===== config.mk =====
export PLATFORM = sky130hd
export DESIGN_NAME = temp_measure_and_reset_ctrl
export DESIGN_NICKNAME = d
export VERILOG_FILES = /design/src/rtl/temp_pkg.sv /design/src/rtl/spi_reg_port.sv /design/src/rtl/temp_conv_seq.sv /design/src/rtl/temp_measure_and_reset_ctrl.sv
export SDC_FILE = /design/constraint.sdc
export NUM_CORES = 1
export LEC_CHECK = 0
export ABC_AREA = 1
export BUFFER_PORTS_ARGS = -buffer_cell sky130_fd_sc_hd__buf_2
export CAP_MARGIN = 10
export CORE_ASPECT_RATIO = 1.1
export CORE_MARGIN = 5
export CORE_UTILIZATION = 61
export CTS_CLUSTER_DIAMETER = 30
export DETAILED_ROUTE_END_ITERATION = 8
export PLACE_DENSITY = 0.91
export SYNTH_ARGS = -nofsm -noshare
export SYNTH_HDL_FRONTEND = slang
export SYNTH_SLANG_ARGS = --single-unit

===== constraint.sdc =====
create_clock -name clk -period 17.1 [get_ports clk]
set_input_delay 2.565 -clock clk [delete_from_list [all_inputs] [get_ports clk]]
set_output_delay 2.565 -clock clk [all_outputs]
set_load 0.005 [all_outputs]

===== src/rtl/temp_pkg.sv =====
// Shared constants, register map and types for the temperature and reset housekeeping block
package temp_pkg;

  // ********************************************************************
  // Timing
  // ********************************************************************
  localparam int unsigned CLK_PERIOD_NS = 4;
  // Wait after reset before the device answers and clocks out
  localparam int unsigned READY_TIME_MS = 5;
  localparam int unsigned NS_PER_MS = 1000000;
  localparam int unsigned NS_PER_US = 1000;
  // Length of one temperature conversion
  localparam int unsigned CONV_TIME_US = 100;
  // Half period of the ready clock output, in system cycles
  localparam logic [3:0] READY_CLOCK_OUTPUT_HALF = 4'h4;

  // ********************************************************************
  // Register map (7-bit addresses on the serial port)
  // ********************************************************************
  localparam logic [6:0] ADDR_REVISION = 7'h10;
  localparam logic [6:0] ADDR_TEMP_CTRL = 7'h4e;
  localparam logic [6:0] ADDR_TEMP_RESULT = 7'h4f;
  localparam logic [6:0] ADDR_LNA = 7'h58;
  localparam logic [6:0] ADDR_FADE = 7'h6f;
  localparam logic [6:0] ADDR_AFC_OFS = 7'h71;

  // ********************************************************************
  // Fields and values
  // ********************************************************************
  localparam int unsigned TRIG_BIT = 3;
  localparam int unsigned ACTIVE_BIT = 2;
  // Control register: upper nibble zero, low pair reads 01
  localparam logic [7:0] TEMP_CTRL_FIXED = 8'h01;
  localparam logic [7:0] RESULT_RESET = 8'h00;
  localparam logic [7:0] LNA_NORMAL = 8'h1b;
  localparam logic [7:0] LNA_HIGH = 8'h2d;
  localparam logic [7:0] FADE_NORMAL = 8'h00;
  localparam logic [7:0] FADE_AFC_ON = 8'h10;
  localparam logic [7:0] FADE_AFC_OFF = 8'h30;
  localparam logic [7:0] AFC_OFS_RESET = 8'h00;
  localparam logic [7:0] UNMAPPED_READ = 8'h00;
  localparam int unsigned OFFSET_W = 17;
  localparam logic [8:0] OFFSET_STEP_HZ = 9'h1e8;
  localparam logic [2:0] BIT_LAST = 3'h7;

  // ********************************************************************
  // Types
  // ********************************************************************
  typedef struct packed {
    logic en;
    logic [6:0] addr;
    logic [7:0] data;
  } reg_write_t;

  typedef enum logic [1:0] {
    CONV_IDLE = 2'b00,
    CONV_RUN = 2'b01,
    CONV_LATCH = 2'b11
  } conv_state_t;

  // Improved fading margin code for the present AFC mode
  function automatic logic fade_is_improved(input logic [7:0] code, input logic afc_on);
    fade_is_improved = afc_on ? (code == FADE_AFC_ON) : (code == FADE_AFC_OFF);
  endfunction

endpackage


===== src/rtl/spi_reg_port.sv =====
// Serial register port: pin synchronisers, address/data framing, burst auto-increment
module spi_reg_port
  import temp_pkg::*;
(
  // System
  input wire logic clk,
  input wire logic rst,
  // Serial pins
  input wire logic sck,
  input wire logic mosi,
  input wire logic nss_n,
  output logic miso_o,
  output logic miso_oe_n,
  // Register side
  input wire logic port_en,
  output logic [6:0] rd_addr,
  input wire logic [7:0] rd_data,
  output reg_write_t wr_req
);

  // ********************************************************************
  // Pin synchronisers
  // ********************************************************************
  logic [2:0] pins;
  logic [2:0] meta_q;
  logic [2:0] sync_q;
  logic [2:0] prev_q;
  assign pins = {nss_n, mosi, sck};

  // Three flops per pin; the first one is never looked at
  genvar gi;
  generate
    for (gi = 0; gi < 3; gi++) begin : g_sync
      always_ff @(posedge clk or posedge rst) begin
        if (rst) begin
          meta_q[gi] <= 1'b0;
          sync_q[gi] <= 1'b0;
          prev_q[gi] <= 1'b0;
        end else begin
          meta_q[gi] <= pins[gi];
          sync_q[gi] <= meta_q[gi];
          prev_q[gi] <= sync_q[gi];
        end
      end
    end
  endgenerate

  logic rise;
  logic fall;
  logic sel;
  assign rise = sync_q[0] & ~prev_q[0];
  assign fall = ~sync_q[0] & prev_q[0];
  // Frames are ignored until the device is ready
  assign sel = ~sync_q[2] & port_en;

  // ********************************************************************
  // Framing: first byte is write flag and address, then data bytes
  // ********************************************************************
  logic [2:0] bit_cnt_q, bit_cnt_d;
  logic [6:0] addr_q, addr_d;
  logic wnr_q, wnr_d;
  logic in_data_q, in_data_d;
  logic [7:0] shift_q, shift_d;
  logic [7:0] tx_q, tx_d;
  logic miso_q, miso_d;
  logic oe_n_q, oe_n_d;
  reg_write_t wr_q, wr_d;

  // Sample on rising edge, shift out on falling edge
  always_comb begin
    logic [7:0] byte_v;
    byte_v = {shift_q[6:0], sync_q[1]};
    bit_cnt_d = bit_cnt_q;
    addr_d = addr_q;
    wnr_d = wnr_q;
    in_data_d = in_data_q;
    shift_d = shift_q;
    tx_d = tx_q;
    miso_d = miso_q;
    oe_n_d = oe_n_q;
    wr_d = '0;
    if (!sel) begin
      bit_cnt_d = '0;
      in_data_d = 1'b0;
      oe_n_d = 1'b1;
    end else begin
      oe_n_d = 1'b0;
      if (rise) begin
        shift_d = byte_v;
        bit_cnt_d = bit_cnt_q + 3'h1;
        if (bit_cnt_q == BIT_LAST) begin
          if (!in_data_q) begin
            wnr_d = byte_v[7];
            addr_d = byte_v[6:0];
            in_data_d = 1'b1;
          end else begin
            if (wnr_q) begin
              wr_d = '{en: 1'b1, addr: addr_q, data: byte_v};
            end
            addr_d = addr_q + 7'h1;
          end
        end
      end else if (fall) begin
        // Byte boundary in data phase: load the addressed register
        if (bit_cnt_q == 3'h0 && in_data_q) begin
          tx_d = rd_data;
          miso_d = rd_data[7];
        end else begin
          tx_d = {tx_q[6:0], 1'b0};
          miso_d = tx_q[6];
        end
      end
    end
  end

  always_ff @(posedge clk or posedge rst) begin
    if (rst) begin
      bit_cnt_q <= '0;
      addr_q <= '0;
      wnr_q <= 1'b0;
      in_data_q <= 1'b0;
      shift_q <= '0;
      tx_q <= '0;
      miso_q <= 1'b0;
      oe_n_q <= 1'b1;
      wr_q <= '0;
    end else begin
      bit_cnt_q <= bit_cnt_d;
      addr_q <= addr_d;
      wnr_q <= wnr_d;
      in_data_q <= in_data_d;
      shift_q <= shift_d;
      tx_q <= tx_d;
      miso_q <= miso_d;
      oe_n_q <= oe_n_d;
      wr_q <= wr_d;
    end
  end

  assign miso_o = miso_q;
  assign miso_oe_n = oe_n_q;
  assign rd_addr = addr_q;
  assign wr_req = wr_q;

endmodule


===== src/rtl/temp_conv_seq.sv =====
// Temperature conversion sequencer: timed run, ignore of retrigger, result capture
module temp_conv_seq
  import temp_pkg::*;
#(
  parameter int unsigned CONV_CYCLES = 25000
)
(
  // System
  input wire logic clk,
  input wire logic rst,
  // Control
  input wire logic trigger,
  // Sensor code from the analog front end
  input wire logic [7:0] sensor_code,
  // Status and result
  output logic active,
  output logic done,
  output logic [7:0] reading
);

  // ********************************************************************
  // Sensor synchroniser
  // ********************************************************************
  // Code is held steady by the sensor while a conversion runs
  logic [7:0] code_meta_q;
  logic [7:0] code_q;
  always_ff @(posedge clk or posedge rst) begin
    if (rst) begin
      code_meta_q <= '0;
      code_q <= '0;
    end else begin
      code_meta_q <= sensor_code;
      code_q <= code_meta_q;
    end
  end

  // ********************************************************************
  // Sequencer
  // ********************************************************************
  conv_state_t state_q, state_d;
  logic [31:0] cnt_q, cnt_d;
  logic active_q, active_d;
  logic done_q, done_d;
  logic [7:0] reading_q, reading_d;

  always_comb begin
    state_d = state_q;
    cnt_d = cnt_q;
    done_d = 1'b0;
    reading_d = reading_q;
    case (state_q)
      CONV_IDLE: begin
        if (trigger) begin
          state_d = CONV_RUN;
          cnt_d = '0;
        end
      end
      CONV_RUN: begin
        // Trigger is not looked at here, so a retrigger changes nothing
        if (cnt_q == 32'(CONV_CYCLES - 1)) begin
          state_d = CONV_LATCH;
        end else begin
          cnt_d = cnt_q + 32'h1;
        end
      end
      CONV_LATCH: begin
        // Higher sensor code means warmer: invert for minus one degree per count
        reading_d = ~code_q;
        done_d = 1'b1;
        state_d = CONV_IDLE;
      end
      default: state_d = CONV_IDLE;
    endcase
    active_d = (state_d != CONV_IDLE);
  end

  always_ff @(posedge clk or posedge rst) begin
    if (rst) begin
      state_q <= CONV_IDLE;
      cnt_q <= '0;
      active_q <= 1'b0;
      done_q <= 1'b0;
      reading_q <= RESULT_RESET;
    end else begin
      state_q <= state_d;
      cnt_q <= cnt_d;
      active_q <= active_d;
      done_q <= done_d;
      reading_q <= reading_d;
    end
  end

  assign active = active_q;
  assign done = done_q;
  assign reading = reading_q;

  // ********************************************************************
  // Checks
  // ********************************************************************
  a_active_holds: assert property (@(posedge clk) disable iff (rst)
    (state_q == CONV_RUN && cnt_q < 32'(CONV_CYCLES - 1)) |=> active_q)
    else $error("conversion flag dropped early");

  a_active_ends: assert property (@(posedge clk) disable iff (rst)
    $fell(active_q) |-> done_q && $past(cnt_q) == 32'(CONV_CYCLES - 1))
    else $error("conversion flag cleared at wrong time");

  a_result_step: assert property (@(posedge clk) disable iff (rst)
    done_q |-> reading_q == ~$past(code_q))
    else $error("result not inverted sensor code");

  a_retrig_ignored: assert property (@(posedge clk) disable iff (rst)
    (state_q == CONV_RUN && trigger && cnt_q < 32'(CONV_CYCLES - 1)) |=> cnt_q == $past(cnt_q) + 32'h1)
    else $error("retrigger disturbed conversion");

endmodule


===== src/rtl/temp_measure_and_reset_ctrl.sv =====
// Housekeeping top: temperature registers, receiver tuning registers and post-reset readiness
//
// Behaviour
// - Writing one to trigger bit starts a conversion; bit always reads zero.
// - Active bit reads one during conversion and zero once it finishes.
// - Receiver unavailable while converting; host waits for active flag to clear.
// - Result is 8-bit read-only, minus one degree per count, needs calibration.
// - Sensitivity setting 0x1b selects normal, 0x2d selects high sensitivity.
// - Fade setting: 0x00 normal; 0x10 improved with AFC on, 0x30 with off.
// - With narrow AFC on, offset equals setting times 488 Hz; setting resets zero.
// - No clock output activity until the device is ready after reset.
// - Read-only silicon revision code readable at address 0x10.
module temp_measure_and_reset_ctrl
  import temp_pkg::*;
#(
  // Arbitrary revision value
  parameter logic [7:0] SILICON_REV = 8'h5a,
  parameter int unsigned READY_CYCLES = READY_TIME_MS * (NS_PER_MS / CLK_PERIOD_NS),
  parameter int unsigned CONV_CYCLES = CONV_TIME_US * NS_PER_US / CLK_PERIOD_NS
)
(
  // System
  input wire logic clk,
  input wire logic rst,
  // Serial register port
  input wire logic sck,
  input wire logic mosi,
  input wire logic nss_n,
  output logic miso_o,
  output logic miso_oe_n,
  // Sensor and receiver mode inputs
  input wire logic [7:0] sensor_code,
  input wire logic narrow_index_afc_enable,
  // Receiver controls
  output logic rx_allowed,
  output logic lna_high_sens,
  output logic fade_improved,
  output logic [OFFSET_W-1:0] narrow_index_freq_offset,
  // Readiness
  output logic device_ready,
  output logic ready_clock_output
);

  // ********************************************************************
  // Readiness after reset
  // ********************************************************************
  logic [31:0] ready_cnt_q, ready_cnt_d;
  logic ready_q, ready_d;

  // Counts out the wait the host also observes; serial port stays deaf meanwhile
  always_comb begin
    ready_cnt_d = ready_cnt_q;
    ready_d = ready_q;
    if (!ready_q) begin
      if (ready_cnt_q == 32'(READY_CYCLES - 1)) begin
        ready_d = 1'b1;
      end else begin
        ready_cnt_d = ready_cnt_q + 32'h1;
      end
    end
  end

  always_ff @(posedge clk or posedge rst) begin
    if (rst) begin
      ready_cnt_q <= '0;
      ready_q <= 1'b0;
    end else begin
      ready_cnt_q <= ready_cnt_d;
      ready_q <= ready_d;
    end
  end

  // ********************************************************************
  // Ready clock output divider
  // ********************************************************************
  logic [3:0] div_q, div_d;
  logic ready_clock_output_q, ready_clock_output_d;

  // Held low until ready so the host can treat any edge as readiness
  always_comb begin
    div_d = div_q;
    ready_clock_output_d = ready_clock_output_q;
    if (!ready_q) begin
      div_d = '0;
      ready_clock_output_d = 1'b0;
    end else if (div_q == READY_CLOCK_OUTPUT_HALF - 4'h1) begin
      div_d = '0;
      ready_clock_output_d = ~ready_clock_output_q;
    end else begin
      div_d = div_q + 4'h1;
    end
  end

  always_ff @(posedge clk or posedge rst) begin
    if (rst) begin
      div_q <= '0;
      ready_clock_output_q <= 1'b0;
    end else begin
      div_q <= div_d;
      ready_clock_output_q <= ready_clock_output_d;
    end
  end

  // ********************************************************************
  // Serial port
  // ********************************************************************
  logic [6:0] rd_addr;
  logic [7:0] rd_data;
  reg_write_t wr_req;

  spi_reg_port u_port (
    .clk(clk),
    .rst(rst),
    .sck(sck),
    .mosi(mosi),
    .nss_n(nss_n),
    .miso_o(miso_o),
    .miso_oe_n(miso_oe_n),
    .port_en(ready_q),
    .rd_addr(rd_addr),
    .rd_data(rd_data),
    .wr_req(wr_req)
  );

  // ********************************************************************
  // Temperature conversion
  // ********************************************************************
  logic trig;
  logic conv_active;
  logic conv_done;
  logic [7:0] temp_reading;

  // Trigger is a write-only strobe: nothing is stored, so it reads zero
  assign trig = wr_req.en && wr_req.addr == ADDR_TEMP_CTRL && wr_req.data[TRIG_BIT];

  temp_conv_seq #(
    .CONV_CYCLES(CONV_CYCLES)
  ) u_conv (
    .clk(clk),
    .rst(rst),
    .trigger(trig),
    .sensor_code(sensor_code),
    .active(conv_active),
    .done(conv_done),
    .reading(temp_reading)
  );

  // ********************************************************************
  // Tuning registers
  // ********************************************************************
  logic [7:0] lna_q, lna_d;
  logic [7:0] fade_q, fade_d;
  logic [7:0] afc_ofs_q, afc_ofs_d;

  // Software writes; read-only addresses drop the data
  always_comb begin
    lna_d = lna_q;
    fade_d = fade_q;
    afc_ofs_d = afc_ofs_q;
    if (wr_req.en) begin
      case (wr_req.addr)
        ADDR_LNA: lna_d = wr_req.data;
        ADDR_FADE: fade_d = wr_req.data;
        ADDR_AFC_OFS: afc_ofs_d = wr_req.data;
        default: ;
      endcase
    end
  end

  always_ff @(posedge clk or posedge rst) begin
    if (rst) begin
      lna_q <= LNA_NORMAL;
      fade_q <= FADE_NORMAL;
      afc_ofs_q <= AFC_OFS_RESET;
    end else begin
      lna_q <= lna_d;
      fade_q <= fade_d;
      afc_ofs_q <= afc_ofs_d;
    end
  end

  // ********************************************************************
  // Read decode
  // ********************************************************************
  always_comb begin
    case (rd_addr)
      ADDR_REVISION: rd_data = SILICON_REV;
      ADDR_TEMP_CTRL: begin
        rd_data = TEMP_CTRL_FIXED;
        rd_data[ACTIVE_BIT] = conv_active;
      end
      ADDR_TEMP_RESULT: rd_data = temp_reading;
      ADDR_LNA: rd_data = lna_q;
      ADDR_FADE: rd_data = fade_q;
      ADDR_AFC_OFS: rd_data = afc_ofs_q;
      default: rd_data = UNMAPPED_READ;
    endcase
  end

  // ********************************************************************
  // Receiver control outputs
  // ********************************************************************
  logic rx_ok_q, rx_ok_d;
  logic lna_hi_q, lna_hi_d;
  logic fade_imp_q, fade_imp_d;
  logic [OFFSET_W-1:0] offset_q, offset_d;

  // Decoded once here so the receiver sees clean registered levels
  always_comb begin
    rx_ok_d = ready_q && !conv_active;
    // Codes other than the two documented ones keep normal sensitivity
    lna_hi_d = (lna_q == LNA_HIGH);
    fade_imp_d = fade_is_improved(fade_q, narrow_index_afc_enable);
    if (narrow_index_afc_enable) begin
      offset_d = OFFSET_W'(afc_ofs_q * OFFSET_STEP_HZ);
    end else begin
      offset_d = '0;
    end
  end

  always_ff @(posedge clk or posedge rst) begin
    if (rst) begin
      rx_ok_q <= 1'b0;
      lna_hi_q <= 1'b0;
      fade_imp_q <= 1'b0;
      offset_q <= '0;
    end else begin
      rx_ok_q <= rx_ok_d;
      lna_hi_q <= lna_hi_d;
      fade_imp_q <= fade_imp_d;
      offset_q <= offset_d;
    end
  end

  assign rx_allowed = rx_ok_q;
  assign lna_high_sens = lna_hi_q;
  assign fade_improved = fade_imp_q;
  assign narrow_index_freq_offset = offset_q;
  assign device_ready = ready_q;
  assign ready_clock_output = ready_clock_output_q;

  // ********************************************************************
  // Checks
  // ********************************************************************
  a_trig_reads_zero: assert property (@(posedge clk) disable iff (rst)
    rd_addr == ADDR_TEMP_CTRL |-> !rd_data[TRIG_BIT] && rd_data[ACTIVE_BIT] == conv_active)
    else $error("control register read wrong");

  a_conv_starts: assert property (@(posedge clk) disable iff (rst)
    (trig && !conv_active) |=> conv_active)
    else $error("trigger did not start conversion");

  a_rx_blocked: assert property (@(posedge clk) disable iff (rst)
    conv_active |=> !rx_allowed)
    else $error("receiver allowed during conversion");

  a_lna_decode: assert property (@(posedge clk) disable iff (rst)
    (lna_q == LNA_HIGH) |=> lna_high_sens)
    else $error("high sensitivity not selected");

  a_lna_normal: assert property (@(posedge clk) disable iff (rst)
    (lna_q == LNA_NORMAL) |=> !lna_high_sens)
    else $error("normal sensitivity not selected");

  a_fade_decode: assert property (@(posedge clk) disable iff (rst)
    ((fade_q == FADE_AFC_ON && narrow_index_afc_enable) || (fade_q == FADE_AFC_OFF && !narrow_index_afc_enable))
    |=> fade_improved)
    else $error("improved margin not selected");

  a_offset_calc: assert property (@(posedge clk) disable iff (rst)
    narrow_index_afc_enable |=> narrow_index_freq_offset == OFFSET_W'($past(afc_ofs_q) * OFFSET_STEP_HZ))
    else $error("frequency offset wrong");

  a_no_clk_early: assert property (@(posedge clk) disable iff (rst)
    !ready_q |-> !ready_clock_output && !rx_allowed)
    else $error("clock output active before ready");

  a_ready_time: assert property (@(posedge clk) disable iff (rst)
    $rose(ready_q) |-> $past(ready_cnt_q) == 32'(READY_CYCLES - 1))
    else $error("ready reached at wrong count");

  a_rev_read: assert property (@(posedge clk) disable iff (rst)
    rd_addr == ADDR_REVISION |-> rd_data == SILICON_REV)
    else $error("revision code wrong");

endmodule


==> results of run 1 <==
[cell families after synthesis]
group	Yosys count	synth area share
adder cells (fa/ha/maj)	55	0.0762
AO/OA/AOI/OAI	80	0.0402
flip-flops	189	0.438
AND/OR/NAND/NOR	895	0.348
other	1	0.000347
buffers and inverters	202	0.0769
XOR/XNOR	24	0.0195
[critical path, stage by stage]
cell and delay [ns]:
buf_2 0.13, inv_8 0.49, buf_4 0.87
[cells in the mapped netlist (all sizes together)]
master / n / area, sq um
xor2: 17 / 149
o211ai: 1 / 7.51
dfrtp: 184 / 4600
inv: 177 / 664
and2: 1 / 6.26
o21a: 1 / 7.51
nand2: 538 / 2050
or4: 1 / 7.51
fa: 18 / 360
nor3: 6 / 30.0
or2: 7 / 43.8
dfstp: 5 / 131
nand3b: 15 / 113
o211a: 1 / 10.0
conb: 1 / 3.75
nand4: 15 / 100
nand3: 92 / 485
o21ai: 53 / 277
buf: 17 / 136
o221ai: 2 / 17.5
a21oi: 19 / 95.1
clkbuf: 8 / 30.0
o22ai: 2 / 12.5
xnor2: 7 / 61.3
ha: 37 / 463
a21boi: 1 / 7.51
nor2: 220 / 923
[state kept, by name (all words and copies together) (netlist names), 14 cells and up]
register	count
narrow_index_freq_offset	14
ready_cnt_q	32
u_conv.cnt_q	32
u_port.wr_req	16
[through the flow]
step	hold slack (ns)	util	total power, uW	cells
floorplan	0.331	-	467	1448
global placement	0.335	0.635	471	1699
detailed placement	0.335	0.635	471	1699
CTS	0.350	0.669	866	1729
global route	0.362	0.669	889	1729
finish	0.348	0.669	858	1729
[layer usage]
metal / share of wire / GRT usage / wire length (um)
met2: 0.50 / 0.419 / 11700
met3: 0.054 / 0.0525 / 1260
met4: 0.031 / 0.0968 / 714
met5: 0 / 0 / 0
met1: 0.41 / 0.307 / 9650
[power breakdown]
group          internal (uW)  leakage (uW)  switching [uW]
Clock                    224      0.000284             172
Combinational           1.49       0.00333            9.80
Sequential               450       0.00256            1.32
Total                    675       0.00617             183
[final timing paths]
path                                                  from                                     end  slack (ns)  cells after the start
min in group asynchronous                              rst            u_conv.cnt_q[11]$_DFFE_PP0P_        2.26                      2
setup reg to reg                  afc_ofs_q[1]$_DFFE_PP0P_  narrow_index_freq_offset[13]$_DFF_PP0_       13.55                     13
setup / recovery                                       rst             u_conv.cnt_q[9]$_DFFE_PP0P_       13.35                      3
hold / removal             u_conv.code_meta_q[5]$_DFF_PP0_              u_conv.code_q[5]$_DFF_PP0_        0.35                      0
max in group clk                    device_ready$_DFF_PP0_                            device_ready       13.45                      1
hold reg to reg            u_conv.code_meta_q[5]$_DFF_PP0_              u_conv.code_q[5]$_DFF_PP0_        0.35                      0
[area by class of cell]
type | count | area (sq um) | share of cell area
multi-input combinational | 1057 | 5240 | 0.447
sequential | 189 | 4740 | 0.404
inverter | 177 | 672 | 0.0572
clock buffer | 19 | 453 | 0.0386
tap | 238 | 298 | 0.0254
timing repair buffer | 38 | 200 | 0.0171
clock inverter | 11 | 135 | 0.0115
==> metrics, run 1 <==
Relative slew margins=0.338; min Tclk post-route=3.75 ns; worst slack at placement=12.81 ns; clock skew=0.0179 ns; # setup viols final=0; port bufs=34; worst-path fanout max=112; H-tree Lvls=4; Total Routing Usage GR=0.246; cell area after layout=11700 sq um; largest net degree at the start of global routing=113; row cnt=51; Fin. Hold Viols=0; Yosys warnings=0; Vias/cell=5.26; Req. time, crit path=17.52 ns; Root Driver=clkbuf_16; post_cts resized=0; gr ovfl total=0; Power Density=73.1 nW/um^2; vias in the first global route=8740; post-synthesis instance area=10800 sq um; initial antenna violation count=0; antenna viol nets, final=0; crit path DAT=4.17 ns; initial core utilization=0.616; status=completed; Slew Limit Fails=0; most common cell after layout, fill and taps aside=nand2_1; fin nets=1549; crit path launch type=primary input; DR iter-0 viols=875; core area=17500 sq um; count of cell types in the netlist=38; unrepaired setup endpoints after global routing=false; # diodes=0; gp weighted congestion=0.976; FF+latch count, synth=189; die height=150 um; Worst-Margin Slew=0.989 ns; Fillers=1379; Leak=0.00617 uW; Hold Buf Count CTS=0; worst-case clock buffer depth=2; VDD IR max=0.0736 mV; DIE WIDTH=137 um; commonest cells after routing, fill and taps aside=nand2_1 (524), nor2_1 (197), dfrtp_1 (184); First-pass DRT Iterations=6; area delta synth->final=8.65%; layout cells sized above 1=0.0838; Post-CTS Setup Repair Bufs=0; Reg clk slew, reported paths=0.06 ns; die area=20500 sq um; max frequency=0.267 GHz; Area after DPL=11100 sq um; CTS tree=done; Clock Latency Late Sink=0.44 ns; hpwl dp=16.8 mm; first-pass GRT wire length=40.4 mm; final wirelength=23.3 mm; Final WS setup=13.35 ns; Clock Sinks=189; sequential-to-total area share from yosys stat=0.438; # Max-Cap Violations=0; # IOs=38; endpoint class of the critical path=async pin; DRC viols=0; Avg Cell Area, Syn=7.47 sq um; Cells after Synth=1446; Worst Path Class, Setup=primary input to async pin; routed vias=9086; Sum Neg Setup Slack=0 ns; final worst-path cycle share=0.219; DR WL/cell=13.5 um; Num CTS Buffers=17; Hold Crit Class=flip-flop to flip-flop
No activity file was read; power rests on OpenSTA's default activity.
==> run 2: changes to the inputs <==
- CORE_UTILIZATION: 61 -> 57
- PLACE_DENSITY: 0.91 -> 0.89
- clock period: 17.1 -> 3.2 ns (I/O delays scaled with it)
==> run 2 against run 1 <==
Against the previous run: combinational power grew to 6.1 times the previous value; largest power group is now clock; die area up 6.5%; worst hold slack got worse by 0.20 ns; worst setup slack worse by 13 ns; critical path type is now flip-flop to flip-flop.
==> metrics, run 2 (same netlist as run 1, synthesis figures left out) <==
clock skew=0.00856 ns (-0.00929 ns); crit path launch type=flip-flop; crit path DAT=3.49 ns (-0.68 ns); CP max-delay cell=fa_1; Total Routing Usage GR=0.237 (-0.00918); First-pass DRT Iterations=8 (+2); initial antenna violation count=0 (unchanged); Hold Crit Depth=1 (+1); DR WL/cell=14.7 um (+9.1%); CTS tree=done; final wirelength=25.9 mm (+11%); # IOs=38 (unchanged); r2r endpoint=narrow_index_freq_offset[12]$_DFF_PP0_; most common cell after layout, fill and taps aside=nand2_1; die height=154 um (+3.2%); Worst Path Class, Setup=flip-flop to flip-flop; area delta synth->final=13.3%; vias in the first global route=9082 (+3.9%); VDD IR max=0.433 mV (+490%); antenna viol nets, final=0 (unchanged); DR iter-0 viols=936 (+7.0%); Root Driver=clkbuf_16; Setup crit end=narrow_index_freq_offset[12]$_DFF_PP0_; Vias/cell=5.39 (+2.5%); worst-path fanout max=5 (-96%); Clock Latency Late Sink=0.43 ns (about the same); min Tclk post-route=3.17 ns; Relative slew margins=0.575 (+0.237); DRC viols=0 (unchanged); Power Density=409 nW/um^2 (+460%); status=completed; commonest cells after routing, fill and taps aside=nand2_1 (519), nor2_1 (195), dfrtp_1 (184); worst hold slack=0.152 ns (-0.196 ns); first-pass GRT wire length=42.5 mm (+5.0%); fin nets=1575 (+1.7%); Slew Limit Fails=0 (unchanged); Worst path max stage delay=0.53 ns (-0.34 ns); largest net degree at the start of global routing=108 (-4.4%); endpoint class of the critical path=flip-flop; row cnt=52 (+2.0%); final worst-path cycle share=0.992; routed vias=9493 (+4.5%); core area=18500 sq um (+5.7%); Reg clk slew, reported paths=0.07 ns (about the same); # setup viols final=0 (unchanged); cell area after layout=12200 sq um (+4.2%); Leak=0.00636 uW (+3.1%); Num CTS Buffers=17 (unchanged); gr ovfl total=0 (unchanged); # Max-Cap Violations=0 (unchanged); worst-case clock buffer depth=2 (unchanged); max frequency=0.315 GHz; Req. time, crit path=3.52 ns (-14.00 ns); reg2reg start=afc_ofs_q[1]$_DFFE_PP0P_; R2R depth=16 (+3); hpwl dp=17.6 mm (+4.7%); initial core utilization=0.583 (-0.0330); unrepaired setup endpoints after global routing=true; most frequent CP cell=nand2_1; register-to-register setup slack=0.03 ns (-13.52 ns); H-tree Lvls=4 (unchanged); layout cells sized above 1=0.124 (+0.0399); DIE WIDTH=141 um (+3.2%); Hold Crit Class=primary input to flip-flop; CP startpoint=afc_ofs_q[1]$_DFFE_PP0P_; # diodes=0 (unchanged); Clock Sinks=189 (unchanged); Area after DPL=11300 sq um (+1.3%); gp weighted congestion=0.951 (-2.5%); die area=21800 sq um (+6.5%); Worst-Margin Slew=0.635 ns (-0.354 ns); port bufs=34 (unchanged); critical-path cell list=inv_2 > fa_1 > inv_1 > fa_1 > inv_1 > fa_1 > inv_2 > ha_4 > nand2_1 > nand2_1 > nand2_2 > nand2_2 > a21oi_2 > nand2_1 > nand2_1 > nor2_1; Fin. Hold Viols=0 (unchanged)
## run 2: repair_timing
| action | 4_1_cts | 5_1_grt |
|---|---|---|
| hold buffers | 1 | 0 |
| hold endpoints to repair | 4 | 0 |
| gates resized for setup | 9 | 33 |
| setup endpoints to repair | 5 | 7 |
| pin swaps | 1 | 28 |
| setup buffers | 0 | 10 |
## run 2: critical path: cells and delay by family, from the launching register on
family	cells	cell delay (ns)
compound gates	1	0.15
fa+ha+maj	4	1.75
buf+inv	4	0.23
flops	1	0.39
simple gates	7	0.55
## run 2: worst min-delay path by stage
stage / start / endpoint
floorplan: u_conv.code_meta_q[0]$_DFF_PP0_ / u_conv.code_q[0]$_DFF_PP0_
finish: nss_n / u_port.meta_q[2]$_DFF_PP0_
detailed placement: u_conv.code_meta_q[6]$_DFF_PP0_ / u_conv.code_q[6]$_DFF_PP0_
global route: sensor_code[6] / u_conv.code_meta_q[6]$_DFF_PP0_
global placement: u_conv.code_meta_q[4]$_DFF_PP0_ / u_conv.code_q[4]$_DFF_PP0_
CTS: nss_n / u_port.meta_q[2]$_DFF_PP0_
## run 2: power by group
part           leakage (uW)  switching, uW  internal, uW
Sequential          0.00256           5.24          2400
Combinational       0.00347           55.4          13.6
Clock              0.000336            928          1590
Total               0.00636            989          4010
## run 2: stage by stage
step | setup TNS (ns) | total power (uW) | utilization | instances | worst slack (ns)
floorplan | 0 | 2500 | - | 1448 | 0.00600
CTS | 0 | 5010 | 0.651 | 1752 | 0.000157
finish | 0 | 5000 | 0.660 | 1762 | 0.0261
global placement | 0 | 2520 | 0.609 | 1719 | 0.0293
detailed placement | -0.189 | 2530 | 0.609 | 1719 | -0.106
global route | -0.355 | 5130 | 0.660 | 1762 | -0.107
## run 2: per-layer routing
layer | up-vias | track usage | part of all wire
li1 | 4568 | - | -
met1 | 4407 | 0.311 | 0.41
met2 | 417 | 0.389 | 0.49
met3 | 101 | 0.0420 | 0.064
met4 | 0 | 0.0978 | 0.036
met5 | - | 0 | 0
## run 2: final cells by class
cell class / count / area, sq um
multi-input cells: 1057 / 5380
inverters: 177 / 668
flip-flops and latches: 189 / 4740
clock inverters: 13 / 259
clock buffers: 19 / 453
repair buffers: 64 / 430
well taps: 243 / 304
fillers: 1404 / 6310
